==> src/shared/src_consts.vh <==
// Functional notes
// - Bits 7 to 4 of the response setup register hold the 4-bit response level, read per response type.
// - Bits 3 to 0 hold the 4-bit response select that picks the electrical response.
// - A write carrying a reserved code in a field leaves that field at its old value.
// - Selects 0001 to 0011 read the level as a voltage: 0000 pull-down, others 400 mV to 2200 mV.
// - Selects 0100, 0111 and 1101 read the level as a resistor, 1.8 kohm to 150 kohm.
// - Selects 0110, 1001, 1100 read the level as divider total resistance, 93 to 200 kohm.
// - Select 0000 removes any earlier response from both data lines.
// - Select 0001 drives voltage on the positive line, 0010 the negative, 0011 both.
// - Select 0100 puts the resistor on the positive line, 0111 the negative, 1101 both.
// - Select 0110 centres a divider on the positive line, 1001 the negative, 1100 both.
// - Select 1110/1111: trigger 000 keeps reset pull-downs, 111 removes them, else no change.
// - A single-line response with trigger 000 and no earlier response there keeps the pull-down.
// - The settings apply only in the charging-port profiles; other profiles ignore them.
`ifndef SRC_CONSTS_VH
`define SRC_CONSTS_VH
`define SRC_ADDR_SETUP     8'h3A
`define SRC_ADDR_STATUS    8'h3C
`define SRC_RESET_SETUP    8'h00
`define SRC_LEVEL_MSB      7
`define SRC_LEVEL_LSB      4
`define SRC_SEL_MSB        3
`define SRC_SEL_LSB        0
`define SRC_LEVEL_BAD      4'hF
`define SRC_SEL_BAD_A      4'h5
`define SRC_SEL_BAD_B      4'h8
`define SRC_SEL_BAD_C      4'hB
`define SRC_SEL_REMOVE     4'h0
`define SRC_SEL_V_POS      4'h1
`define SRC_SEL_V_NEG      4'h2
`define SRC_SEL_V_BOTH     4'h3
`define SRC_SEL_R_POS      4'h4
`define SRC_SEL_DIV_POS    4'h6
`define SRC_SEL_R_NEG      4'h7
`define SRC_SEL_DIV_NEG    4'h9
`define SRC_SEL_SHORT      4'hA
`define SRC_SEL_DIV_BOTH   4'hC
`define SRC_SEL_R_BOTH     4'hD
`define SRC_SEL_PD_A       4'hE
`define SRC_SEL_PD_B       4'hF
`define SRC_TRIG_BEFORE    3'h0
`define SRC_TRIG_AFTER     3'h7
`define SRC_KIND_NONE      2'h0
`define SRC_KIND_VOLT      2'h1
`define SRC_KIND_RES       2'h2
`define SRC_KIND_DIV       2'h3
`endif

==> src/core/src_response_setup.v <==
`timescale 1ns/1ns
`include "src_consts.vh"
// stimulus-3 response setup register and its decode onto the data lines
module src_response_setup (
  // clock and reset
  input  wire       clk,
  input  wire       reset,
  // register port
  input  wire [7:0] regAddr,
  input  wire [7:0] regWdata,
  input  wire       regWrite,
  input  wire       regRead,
  output reg  [7:0] regRdata,
  // sequencer side
  input  wire [2:0] triggerSelectA,
  input  wire       stimDetected,
  input  wire       chargePortProfile,
  input  wire       emuReset,
  // response outputs, positive line
  output reg  [1:0] portDataPositiveKind,
  output wire       portDataPositivePullDown,
  // response outputs, negative line
  output reg  [1:0] portDataNegativeKind,
  output wire       portDataNegativePullDown,
  // shared response state
  output reg  [3:0] appliedLevel,
  output reg        linesShorted
);
  reg  [3:0] levelQ;
  reg  [3:0] selectQ;
  wire [3:0] wrLevel = regWdata[`SRC_LEVEL_MSB:`SRC_LEVEL_LSB];
  wire [3:0] wrSelect = regWdata[`SRC_SEL_MSB:`SRC_SEL_LSB];
  wire       wrHit = regWrite && (regAddr == `SRC_ADDR_SETUP);
  wire       selBad = (wrSelect == `SRC_SEL_BAD_A) || (wrSelect == `SRC_SEL_BAD_B)
                      || (wrSelect == `SRC_SEL_BAD_C);

  // reset byte split by field so each flop gets exactly its own width
  localparam [7:0] RESET_SETUP = `SRC_RESET_SETUP;

  // each field takes a write only if its code is legal
  always @(posedge clk) begin
    if (reset) begin
      levelQ  <= RESET_SETUP[`SRC_LEVEL_MSB:`SRC_LEVEL_LSB];
      selectQ <= RESET_SETUP[`SRC_SEL_MSB:`SRC_SEL_LSB];
    end else if (wrHit) begin
      if (wrLevel != `SRC_LEVEL_BAD)
        levelQ <= wrLevel;
      if (!selBad)
        selectQ <= wrSelect;
    end
  end

  // decode of select into kind and line targets
  reg [1:0] kind;
  reg       hitPos;
  reg       hitNeg;
  reg       pdCmd;
  always @* begin
    kind   = `SRC_KIND_NONE;
    hitPos = 1'b0;
    hitNeg = 1'b0;
    pdCmd  = 1'b0;
    case (selectQ)
      // voltage responses, level read as millivolts
      `SRC_SEL_V_POS: begin
        kind   = `SRC_KIND_VOLT;
        hitPos = 1'b1;
      end
      `SRC_SEL_V_NEG: begin
        kind   = `SRC_KIND_VOLT;
        hitNeg = 1'b1;
      end
      `SRC_SEL_V_BOTH: begin
        kind   = `SRC_KIND_VOLT;
        hitPos = 1'b1;
        hitNeg = 1'b1;
      end
      // resistor to ground, level read as a resistor value
      `SRC_SEL_R_POS: begin
        kind   = `SRC_KIND_RES;
        hitPos = 1'b1;
      end
      `SRC_SEL_R_NEG: begin
        kind   = `SRC_KIND_RES;
        hitNeg = 1'b1;
      end
      `SRC_SEL_R_BOTH: begin
        kind   = `SRC_KIND_RES;
        hitPos = 1'b1;
        hitNeg = 1'b1;
      end
      // supply divider, level read as minimum total resistance
      `SRC_SEL_DIV_POS: begin
        kind   = `SRC_KIND_DIV;
        hitPos = 1'b1;
      end
      `SRC_SEL_DIV_NEG: begin
        kind   = `SRC_KIND_DIV;
        hitNeg = 1'b1;
      end
      `SRC_SEL_DIV_BOTH: begin
        kind   = `SRC_KIND_DIV;
        hitPos = 1'b1;
        hitNeg = 1'b1;
      end
      // both pull-down codes behave alike
      `SRC_SEL_PD_A: begin
        pdCmd = 1'b1;
      end
      `SRC_SEL_PD_B: begin
        pdCmd = 1'b1;
      end
      default: begin
        kind = `SRC_KIND_NONE;
      end
    endcase
  end

  // only charging-port profiles act on a detected stimulus
  wire apply = stimDetected && chargePortProfile;
  wire clearAll = (selectQ == `SRC_SEL_REMOVE);
  wire isShort = (selectQ == `SRC_SEL_SHORT);
  wire trigBefore = (triggerSelectA == `SRC_TRIG_BEFORE);
  wire pdKeep = pdCmd && trigBefore;
  wire pdRemove = pdCmd && (triggerSelectA == `SRC_TRIG_AFTER);
  wire [1:0] posKindQ;
  wire [1:0] negKindQ;

  src_line_state uPos (
    .clk       (clk),
    .reset     (reset),
    .emuReset  (emuReset),
    .apply     (apply),
    .touch     (hitPos),
    .kind      (kind),
    .trigBefore(trigBefore),
    .pdKeep    (pdKeep),
    .pdRemove  (pdRemove),
    .clearAll  (clearAll),
    .kindQ     (posKindQ),
    .pullDownQ (portDataPositivePullDown)
  );

  src_line_state uNeg (
    .clk       (clk),
    .reset     (reset),
    .emuReset  (emuReset),
    .apply     (apply),
    .touch     (hitNeg),
    .kind      (kind),
    .trigBefore(trigBefore),
    .pdKeep    (pdKeep),
    .pdRemove  (pdRemove),
    .clearAll  (clearAll),
    .kindQ     (negKindQ),
    .pullDownQ (portDataNegativePullDown)
  );

  // applied level and short flag, level zeroed on remove and short, kept as it was on pull-down codes
  always @(posedge clk) begin
    if (reset || emuReset) begin
      appliedLevel <= 4'h0;
      linesShorted <= 1'b0;
    end else if (apply) begin
      if (clearAll) begin
        appliedLevel <= 4'h0;
        linesShorted <= 1'b0;
      end else if (isShort) begin
        appliedLevel <= 4'h0;
        linesShorted <= 1'b1;
      end else if (hitPos || hitNeg) begin
        appliedLevel <= levelQ;
      end
    end
  end

  // kinds registered once more so outputs come from flops
  always @(posedge clk) begin
    if (reset) begin
      portDataPositiveKind <= 2'h0;
      portDataNegativeKind <= 2'h0;
    end else begin
      portDataPositiveKind <= posKindQ;
      portDataNegativeKind <= negKindQ;
    end
  end

  // read data one cycle after the strobe, unmapped reads zero
  always @(posedge clk) begin
    if (reset)
      regRdata <= 8'h00;
    else if (regRead && regAddr == `SRC_ADDR_SETUP)
      regRdata <= {levelQ, selectQ};
    else if (regRead && regAddr == `SRC_ADDR_STATUS)
      regRdata <= {1'b0, linesShorted, portDataNegativePullDown, portDataPositivePullDown,
                   negKindQ, posKindQ};
    else
      regRdata <= 8'h00;
  end
endmodule // src_response_setup

==> src/core/src_line_state.v <==
`timescale 1ns/1ns
// one data line: pull-down and applied-response tracking
module src_line_state (
  // clock and reset
  input  wire       clk,
  input  wire       reset,
  // control
  input  wire       emuReset,
  input  wire       apply,
  input  wire       touch,
  input  wire [1:0] kind,
  input  wire       trigBefore,
  input  wire       pdKeep,
  input  wire       pdRemove,
  input  wire       clearAll,
  // state
  output reg  [1:0] kindQ,
  output reg        pullDownQ
);
  reg usedQ;

  // emulation reset restores the pull-down and forgets earlier responses
  always @(posedge clk) begin
    if (reset || emuReset) begin
      kindQ     <= 2'h0;
      pullDownQ <= 1'b1;
      usedQ     <= 1'b0;
    end else if (apply) begin
      if (clearAll) begin
        kindQ     <= 2'h0;
        pullDownQ <= 1'b0;
        usedQ     <= 1'b0;
      end else if (pdKeep) begin
        pullDownQ <= 1'b1;
      end else if (pdRemove) begin
        pullDownQ <= 1'b0;
      end else if (touch) begin
        kindQ     <= kind;
        usedQ     <= 1'b1;
        // pull-down survives only a first response before power-on
        pullDownQ <= pullDownQ && trigBefore && !usedQ;
      end
    end
  end
endmodule // src_line_state

==> config.mk <==
export PLATFORM = sky130hd
export DESIGN_NAME = src_response_setup
export DESIGN_NICKNAME = d
export VERILOG_FILES = /design/src/core/src_response_setup.v /design/src/core/src_line_state.v
export VERILOG_INCLUDE_DIRS = /design/src /design/src/shared
export SDC_FILE = /design/constraint.sdc
export NUM_CORES = 1
export LEC_CHECK = 0
export BUFFER_PORTS_ARGS = -buffer_cell sky130_fd_sc_hd__buf_4
export CORE_UTILIZATION = 53
export DETAILED_ROUTE_END_ITERATION = 8
export GPL_TIMING_DRIVEN = 1
export PLACE_DENSITY_LB_ADDON = 0.12
export SLEW_MARGIN = 25
export SYNTH_ARGS = -nofsm -noshare
export SYNTH_HDL_FRONTEND = slang
export SYNTH_SLANG_ARGS = --single-unit
==> constraint.sdc <==
create_clock -name clk -period 3 [get_ports clk]
set_input_delay 0.45 -clock clk [delete_from_list [all_inputs] [get_ports clk]]
set_output_delay 0.45 -clock clk [all_outputs]
set_load 0.1 [all_outputs]
; ---- Yosys cells after proc, flatten, opt, wreduce, memory -nomap -nowiden
; Index checks and enable logic that the tools add are counted.
[op_classes]
eq_ne = 21
n_mux = 35
bitwise_logic = 1
n_reduce_logical = 38
[ops]
columns = cell, n
row1 = "4-bit equality test, second input constant", 8
row2 = 1-bit 2-to-1 mux, 21
row3 = "4-bit by 3-bit equality test with 1-bit output, second input constant", 4
row4 = "8-bit by 6-bit equality test with 1-bit output, second input constant", 2
row5 = 2-bit 2-to-1 mux, 8
row6 = 4-bit 2-to-1 mux, 3
row7 = 2-bit AND reduction, 6
row8 = 6-bit OR reduction, 2
row9 = 1-bit logical AND, 10
row10 = 3-bit OR reduction, 3
row11 = "4-bit by 2-bit equality test with 1-bit output, second input constant", 2
row12 = 8-bit 2-to-1 mux, 1
row13 = 4-bit AND reduction, 2
row14 = 4-bit nonzero test, 2
row15 = 7-bit 2-to-1 mux, 1
row16 = 2-bit one-hot mux with 3 select lines, 1
row17 = 2-bit nonzero test, 3
row18 = "4-bit by 1-bit equality test with 1-bit output, second input constant", 1
row19 = 4-bit zero test, 1
row20 = 1-bit logical OR, 4
row21 = "2-bit != test, second input constant", 2
row22 = "4-bit != test, second input constant", 1
row23 = "3-bit equality test, second input constant", 1
row24 = 3-bit zero test, 1
row25 = 4 further kinds, 5
[totals]
register_bits = 33
output_inout_bits = 19
wordCells = 108

; ---- Logic depth before layout (Yosys ltp)
; Gate-level depths: netlist (run 1).
[logic_depth]
word_depth = 7
mapped_depth = 6
mapped_depth_nobuf = 4

; ---- Cells and area by module
; From an unflattened synthesis (run 1), not the netlist that was laid out.
[unflattened]
hier_cells = 168
hier_area_um2 = 1594.0
[modules_own_cells]
columns = module, instances, cells_each, area_each_um2, seq_area_each_um2
row1 = src_response_setup, 1, 124, 1138.6, 500.5
row2 = src_line_state, 2, 22, 227.7, 80.1

; ---- Least setup slack after synthesis (run 1)
; OpenSTA, ideal clock, no wires.
[synth_timing]
kind = input to register
start = input port triggerSelectA[0]
end = register uNeg.pullDownQ
setup_ns = 0.115
arrival_ns = 1.477
required_ns = 2.885
slack_ns = 1.408
stages = 4
path_buffers = 0
cell_sequence = or3_1 a21o_1 a211o_1 a21o_1
[synth_via]
elab_chain_len = 7
elab_cells_between_ends = 12
[synth_lines]
columns = item, line
row1 = start: declaration, src_response_setup.v:15  ; input wire [2:0] triggerSelectA,
row2 = 3-bit zero test (no source line), n/a
row3 = 1-bit logical AND (2 in series), src_line_state.v:41  ; pullDownQ <= pullDownQ && trigBefore && !usedQ;
row4 = 1-bit 2-to-1 mux, src_line_state.v:37  ; end else if (touch) begin
row5 = 1-bit 2-to-1 mux, src_line_state.v:35  ; end else if (pdRemove) begin
row6 = 1-bit 2-to-1 mux, src_line_state.v:33  ; end else if (pdKeep) begin
row7 = 1-bit 2-to-1 mux, src_line_state.v:29  ; if (clearAll) begin
row8 = end signal: assignment, src_line_state.v:41
row9 = end: declaration, src_line_state.v:18  ; output reg pullDownQ
; Several ways; a longest one is shown, not always the timed one. The select of a mux whose other input is x is not followed.
; A chain may end at the register's enable or synchronous reset.

; ---- Final worst setup path (run 1)
[layout_timing]
start = register selectQ[0]
end = register appliedLevel[2]
[layout_via]
elab_chain_len = 6
elab_cells_between_ends = 20
[layout_lines]
columns = item, line
row1 = start: declaration, src_response_setup.v:30  ; reg [3:0] selectQ;
row2 = start signal: assignment, src_response_setup.v:44  ; selectQ <= RESET_SETUP[`SRC_SEL_MSB:`SRC_SEL_LSB];
row3 = start signal: assignment, src_response_setup.v:49  ; selectQ <= wrSelect;
row4 = "4-bit equality test, or another cell as far along", src_response_setup.v:63  ; case (selectQ)
row5 = 6-bit OR reduction (no source line), n/a
row6 = 1-bit 2-to-1 mux, src_response_setup.v:63
row7 = 1-bit logical OR, src_response_setup.v:171  ; end else if (hitPos || hitNeg) begin
row8 = 3-bit nonzero test (no source line), n/a
row9 = 2-bit AND reduction (no source line), n/a
row10 = end signal: assignment, src_response_setup.v:172  ; appliedLevel <= levelQ;
row11 = end: declaration, src_response_setup.v:26  ; output reg [3:0] appliedLevel,
; Several ways; a longest one is shown, not always the timed one.

==> results of run 1 <==
==> sequential cells by signal (all words and copies together) (netlist names) <==
signal,flops
uPos.pullDownQ,1
uNeg.pullDownQ,1
portDataPositiveKind,2
uPos.usedQ,1
uNeg.usedQ,1
levelQ,4
linesShorted,1
regRdata,8
appliedLevel,4
uNeg.kindQ,2
selectQ,4
uPos.kindQ,2
portDataNegativeKind,2
==> cells in the mapped netlist, types with 2 or more instances <==
library cell	number
a221o_1	2
nand2_1	20
nor3b_2	2
o21ai_0	5
a211o_1	3
xnor2_1	3
a21o_1	3
nand4_1	5
buf_2	4
mux2i_1	11
a22o_1	7
clkbuf_1	2
or2_2	2
nand3_1	5
inv_1	3
and3b_1	2
o211ai_1	2
nor3_1	2
a21oi_1	5
nor2b_1	6
nor2_1	9
dfxtp_1	33
==> metrics by stage <==
stage	setup WS, ns	hold slack (ns)	power, mW
after global placement	1.27	0.447	0.518
after CTS	1.22	0.354	0.752
after floorplan	1.41	0.436	0.483
after global routing	1.10	0.347	0.778
final	1.20	0.366	0.745
after detailed placement	1.22	0.459	0.520
==> routing by layer <==
layer	vias to the layer above	GRT usage	wire, um
met5	-	0	0
met4	0	0.0641	13
met3	2	0.0861	168
met2	42	0.448	1680
met1	594	0.279	1400
li1	662	-	-
==> final timing paths <==
check,startpoint,to,slack (ns),cells past startpoint
hold / removal,regWdata[6],levelQ[2],0.37,3
setup reg to reg,selectQ[0],appliedLevel[2],1.20,4
hold reg to reg,appliedLevel[3],appliedLevel[3],0.47,2
setup / recovery,selectQ[0],appliedLevel[2],1.20,4
==> final cells by class <==
type	count	area (um^2)
multi-input cells	113	762
fillers	208	684
flip-flops and latches	33	661
repair buffers	44	330
clock buffers	5	37.5
well taps	30	37.5
clock inverters	3	17.5
inverters	4	15.0
==> cell families after synthesis <==
logic type,count (synthesis),share of synthesized area
AO/OA/AOI/OAI,37,0.191
flip-flops,33,0.447
XOR/XNOR,3,0.0178
buffers and inverters,11,0.0364
multiplexers,12,0.0822
AND/OR/NAND/NOR,61,0.225
==> where the power goes <==
part           switching (mW)  total (mW)  internal (mW)
sequential            0.00197       0.442          0.440
clock                   0.146       0.234         0.0883
combinational          0.0346      0.0689         0.0343
total                   0.182       0.745          0.562
==> worst max-delay path: stages (launching register included) <==
cell and delay, ns:
dfxtp_1 0.61, nor2_1 0.16, mux2_2 0.29, a221o_1 0.45, mux2i_1 0.16
==> impl_metrics.env, run 1 <==
export IMPL_grt_use_total=0.251
export IMPL_root_buffer="clkbuf_4"
export IMPL_hold_path_class="in2reg"
export IMPL_required_ns=3.21
export IMPL_die_h_um=54.8
export IMPL_cts_buffers=5
export IMPL_cts_resized=0
export IMPL_synth_edff_count=0
export IMPL_die_width_um=54.8
export IMPL_final_common_cell="buf_4"
export IMPL_synthDistinctLibCells=43
export IMPL_dp_hpwl_um=2540
export IMPL_postCtsSetupRepairBufs=0
export IMPL_cts_sinks=33
export IMPL_gp_congestion=0.866
export IMPL_clk_pin_slew_ns=0.10
export IMPL_drt_iter0_drc=13
export IMPL_relSlewSlack=0.527
export IMPL_yosysSeqAreaShare=0.447
export IMPL_worst_slew_pin_slew_ns=0.707
export IMPL_grt_pass1_vias=1181
export IMPL_yosys_register_bits=33
export IMPL_avgSynthCellArea_um2=9.40
export IMPL_p_leak_nw=0.797
export IMPL_dp_cells=224
export IMPL_hold_buffers=0
export IMPL_dpl_cell_area_um2=1810
export IMPL_layout_common_cells="buf_4, dfxtp_1, nand2_1, mux2i_1, nor2_1"
export IMPL_initial_utilization=0.580
export IMPL_final_nets=227
export IMPL_gr_total_overflow=0
export IMPL_fmax_mhz=555
export IMPL_yosysTopAreaCell="dfxtp_1"
export IMPL_syn_area_um2=1480
export IMPL_slew_violations=0
export IMPL_yosysTopAreaCellShare=0.447
export IMPL_io_pins=45
export IMPL_period_needed_ns=1.80
export IMPL_antenna_cells=0
export IMPL_async_flop_share=0
export IMPL_drc_errors=0
export IMPL_num_rows=18
export IMPL_postLayoutCellArea_um2=1860
export IMPL_post_drt_wl_per_cell_um=14.1
export IMPL_synth_nets=183
export IMPL_setup_worst_path_start_class="register"
export IMPL_skew_ns=0.00615
export IMPL_drt_first_pass_iters=4
export IMPL_cts_buffer_depth=2
export IMPL_finalHoldViolCount=0
export IMPL_worstSkewPairLatency_ns=0.32
export IMPL_grt_setup_unrepaired="no"
export IMPL_antenna_found_initial=0
export IMPL_stdcell_count=232
export IMPL_cts_tree="built"
export IMPL_grt_max_degree=19
export IMPL_die_area_um2=3000
export IMPL_drive_above_1_share=0.307
export IMPL_vdd_ir_drop_worst_mv=0.429
export IMPL_cp_data_arrival_time_ns=2.01
export IMPL_wl_um=3260
export IMPL_synthTopCellsByArea="dfxtp_1, mux2i_1, nand2_1"
export IMPL_port_buffer_count=44
export IMPL_htreeDepth=2
export IMPL_finalSetupViolations=0
export IMPL_yosys_most_used_dff="dfxtp_1"
export IMPL_finalCritPeriodShare=0.601
export IMPL_core_um2=2540
export IMPL_outcome="finished, final reports clean"
export IMPL_via_count=1300
export IMPL_worst_path_max_fanout=14
export IMPL_p_per_area_nw_per_um2=400
export IMPL_path_class="reg2reg"
export IMPL_worst_setup_path_end_kind="register"
export IMPL_maxCapViolCount=0
export IMPL_final_util=0.731
export IMPL_drtAntennaViolNets=0
export IMPL_area_growth_pct=26.0
export IMPL_tns_ns=0
export IMPL_yosysWarnings=0
export IMPL_routed_via_density=5.60
export IMPL_synth_cells=157
export IMPL_grt_pass1_wl_um=5180
Note: power is estimated with default switching activity, not from simulation.
==> inputs of run 2 (changes only) <==
Settings changed: CORE_UTILIZATION 53 to 50.
Clock period 3 ns to 1.7 ns, I/O delays scaled along.
==> run 2 against run 1 <==
Cell area up 4.0%. Combinational power is 77% higher. Critical path depth grew 1.
==> impl_metrics.env, run 2 (synthesis gave the netlist of run 1 again) <==
export IMPL_outcome="finished, final reports clean"
export IMPL_postLayoutCellArea_um2=1930
export IMPL_core_um2=2780
export IMPL_gp_congestion=0.863
export IMPL_antenna_cells=0
export IMPL_grt_setup_unrepaired="no"
export IMPL_reg2reg_slack_ns=0.11
export IMPL_ff2ff_path_depth=5
export IMPL_largest_reg_flops=8
export IMPL_r2r_start="selectQ[3]"
export IMPL_worstSetupEndpoint="uNeg.kindQ[0]"
export IMPL_period_needed_ns=1.59
export IMPL_dp_hpwl_um=2700
export IMPL_die_width_um=56.3
export IMPL_dpl_cell_area_um2=1880
export IMPL_final_util=0.695
export IMPL_drive_above_1_share=0.340
export IMPL_finalHoldViolCount=0
export IMPL_clk_pin_slew_ns=0.10
export IMPL_vdd_ir_drop_worst_mv=0.692
export IMPL_wl_um=3390
export IMPL_routed_via_density=5.63
export IMPL_drc_errors=0
export IMPL_htreeDepth=2
export IMPL_port_buffer_count=44
export IMPL_worstSkewPairLatency_ns=0.33
export IMPL_grtUsageMet2=0.413
export IMPL_final_nets=237
export IMPL_grt_pass1_vias=1336
export IMPL_p_leak_nw=0.852
export IMPL_root_buffer="clkbuf_4"
export IMPL_largest_register="regRdata"
export IMPL_grt_use_met1=0.279
export IMPL_worst_slew_pin_slew_ns=0.362
export IMPL_die_area_um2=3170
export IMPL_io_pins=45
export IMPL_num_fill_cells=228
export IMPL_initial_utilization=0.531
export IMPL_cp_data_arrival_time_ns=1.84
export IMPL_relSlewSlack=0.757
export IMPL_die_h_um=56.3
export IMPL_worst_slack_ns=0.106
export IMPL_antenna_found_initial=0
export IMPL_drt_first_pass_iters=4
export IMPL_grt_use_met3=0.0645
export IMPL_tns_ns=0
export IMPL_cts_sinks=33
export IMPL_post_drt_wl_per_cell_um=13.9
export IMPL_slew_violations=0
export IMPL_required_ns=1.95
export IMPL_cts_buffer_depth=2
export IMPL_setup_worst_path_start_class="register"
export IMPL_skew_ns=0.00601
export IMPL_finalSetupViolations=0
export IMPL_startpoint="selectQ[3]"
export IMPL_layout_common_cells="buf_4, dfxtp_1, nand2_1, mux2i_1, nor2_1"
export IMPL_grt_max_degree=15
export IMPL_fmax_mhz=628
export IMPL_top_usage_layer="met2"
export IMPL_drt_iter0_drc=25
export IMPL_hold_path_class="in2reg"
export IMPL_hold_buffers=0
export IMPL_via_count=1369
export IMPL_maxCapViolCount=0
export IMPL_dp_slack_ns=0.0839
export IMPL_final_common_cell="buf_4"
export IMPL_grt_pass1_wl_um=5890
export IMPL_cts_tree="built"
export IMPL_r2r_end="uNeg.kindQ[0]"
export IMPL_num_rows=19
export IMPL_path_class="reg2reg"
export IMPL_worst_setup_path_end_kind="register"
export IMPL_worst_path_max_fanout=7
export IMPL_area_growth_pct=31.0
export IMPL_finalCritPeriodShare=0.937
export IMPL_drtAntennaViolNets=0
export IMPL_grt_use_total=0.241
export IMPL_gr_total_overflow=0
export IMPL_cts_buffers=5
export IMPL_p_per_area_nw_per_um2=675
[run 2: area by class of cell]
cell class | instances | area (um^2) | area share
clock buffers | 6 | 41.3 | 0.0213
clock inverters | 2 | 10.0 | 0.00517
inverters | 4 | 15.0 | 0.00776
multi-input cells | 113 | 762 | 0.394
flip-flops and latches | 33 | 662 | 0.342
well taps | 31 | 38.8 | 0.0201
repair buffers | 54 | 405 | 0.210
[run 2: repair_timing]
item	CTS	global route
endpoints found under the setup margin	0	5
setup buffers	0	0
gates resized for setup	0	1
[run 2: how the worst min path moves through the flow]
stage                    startpoint                 endpoint  slack, ns  depth (start not counted)
CTS                     regWdata[6]                levelQ[2]       0.15                          3
global route            regWdata[6]                levelQ[2]       0.17                          3
global placement    appliedLevel[3]          appliedLevel[3]       0.45                          2
floorplan                     reset  portDataNegativeKind[0]       0.33                          1
detailed placement  appliedLevel[2]          appliedLevel[2]       0.46                          2
finish                  regWdata[6]                levelQ[2]       0.16                          3
[run 2: worst max-delay path: stages, from the launching register on]
cell and delay [ns]:
dfxtp_1 0.37, buf_4 0.17, or3b_2 0.44, o211ai_1 0.12
or2_2 0.19, mux2i_1 0.22
[run 2: routing by layer]
layer,part of all wire,wire length (um),vias up
met5,0,0,-
met4,0.025,84,0
met3,0.047,159,7
met2,0.51,1720,45
met1,0.42,1430,635
li1,-,-,682
[run 2: where the power goes]
group	internal (mW)	leakage [nW]	total [mW]	switching (mW)
Combinational	0.0623	0.553	0.122	0.0597
Clock	0.157	0.0320	0.405	0.248
Sequential	0.776	0.267	0.779	0.00340
[run 2: metrics by stage]
step,std cells,hold slack (ns),power [mW]
after detailed placement,235,0.456,0.919
after global placement,235,0.454,0.916
after CTS,243,0.149,1.32
after floorplan,157,0.327,0.853
final,243,0.162,1.31
after global routing,243,0.175,1.37
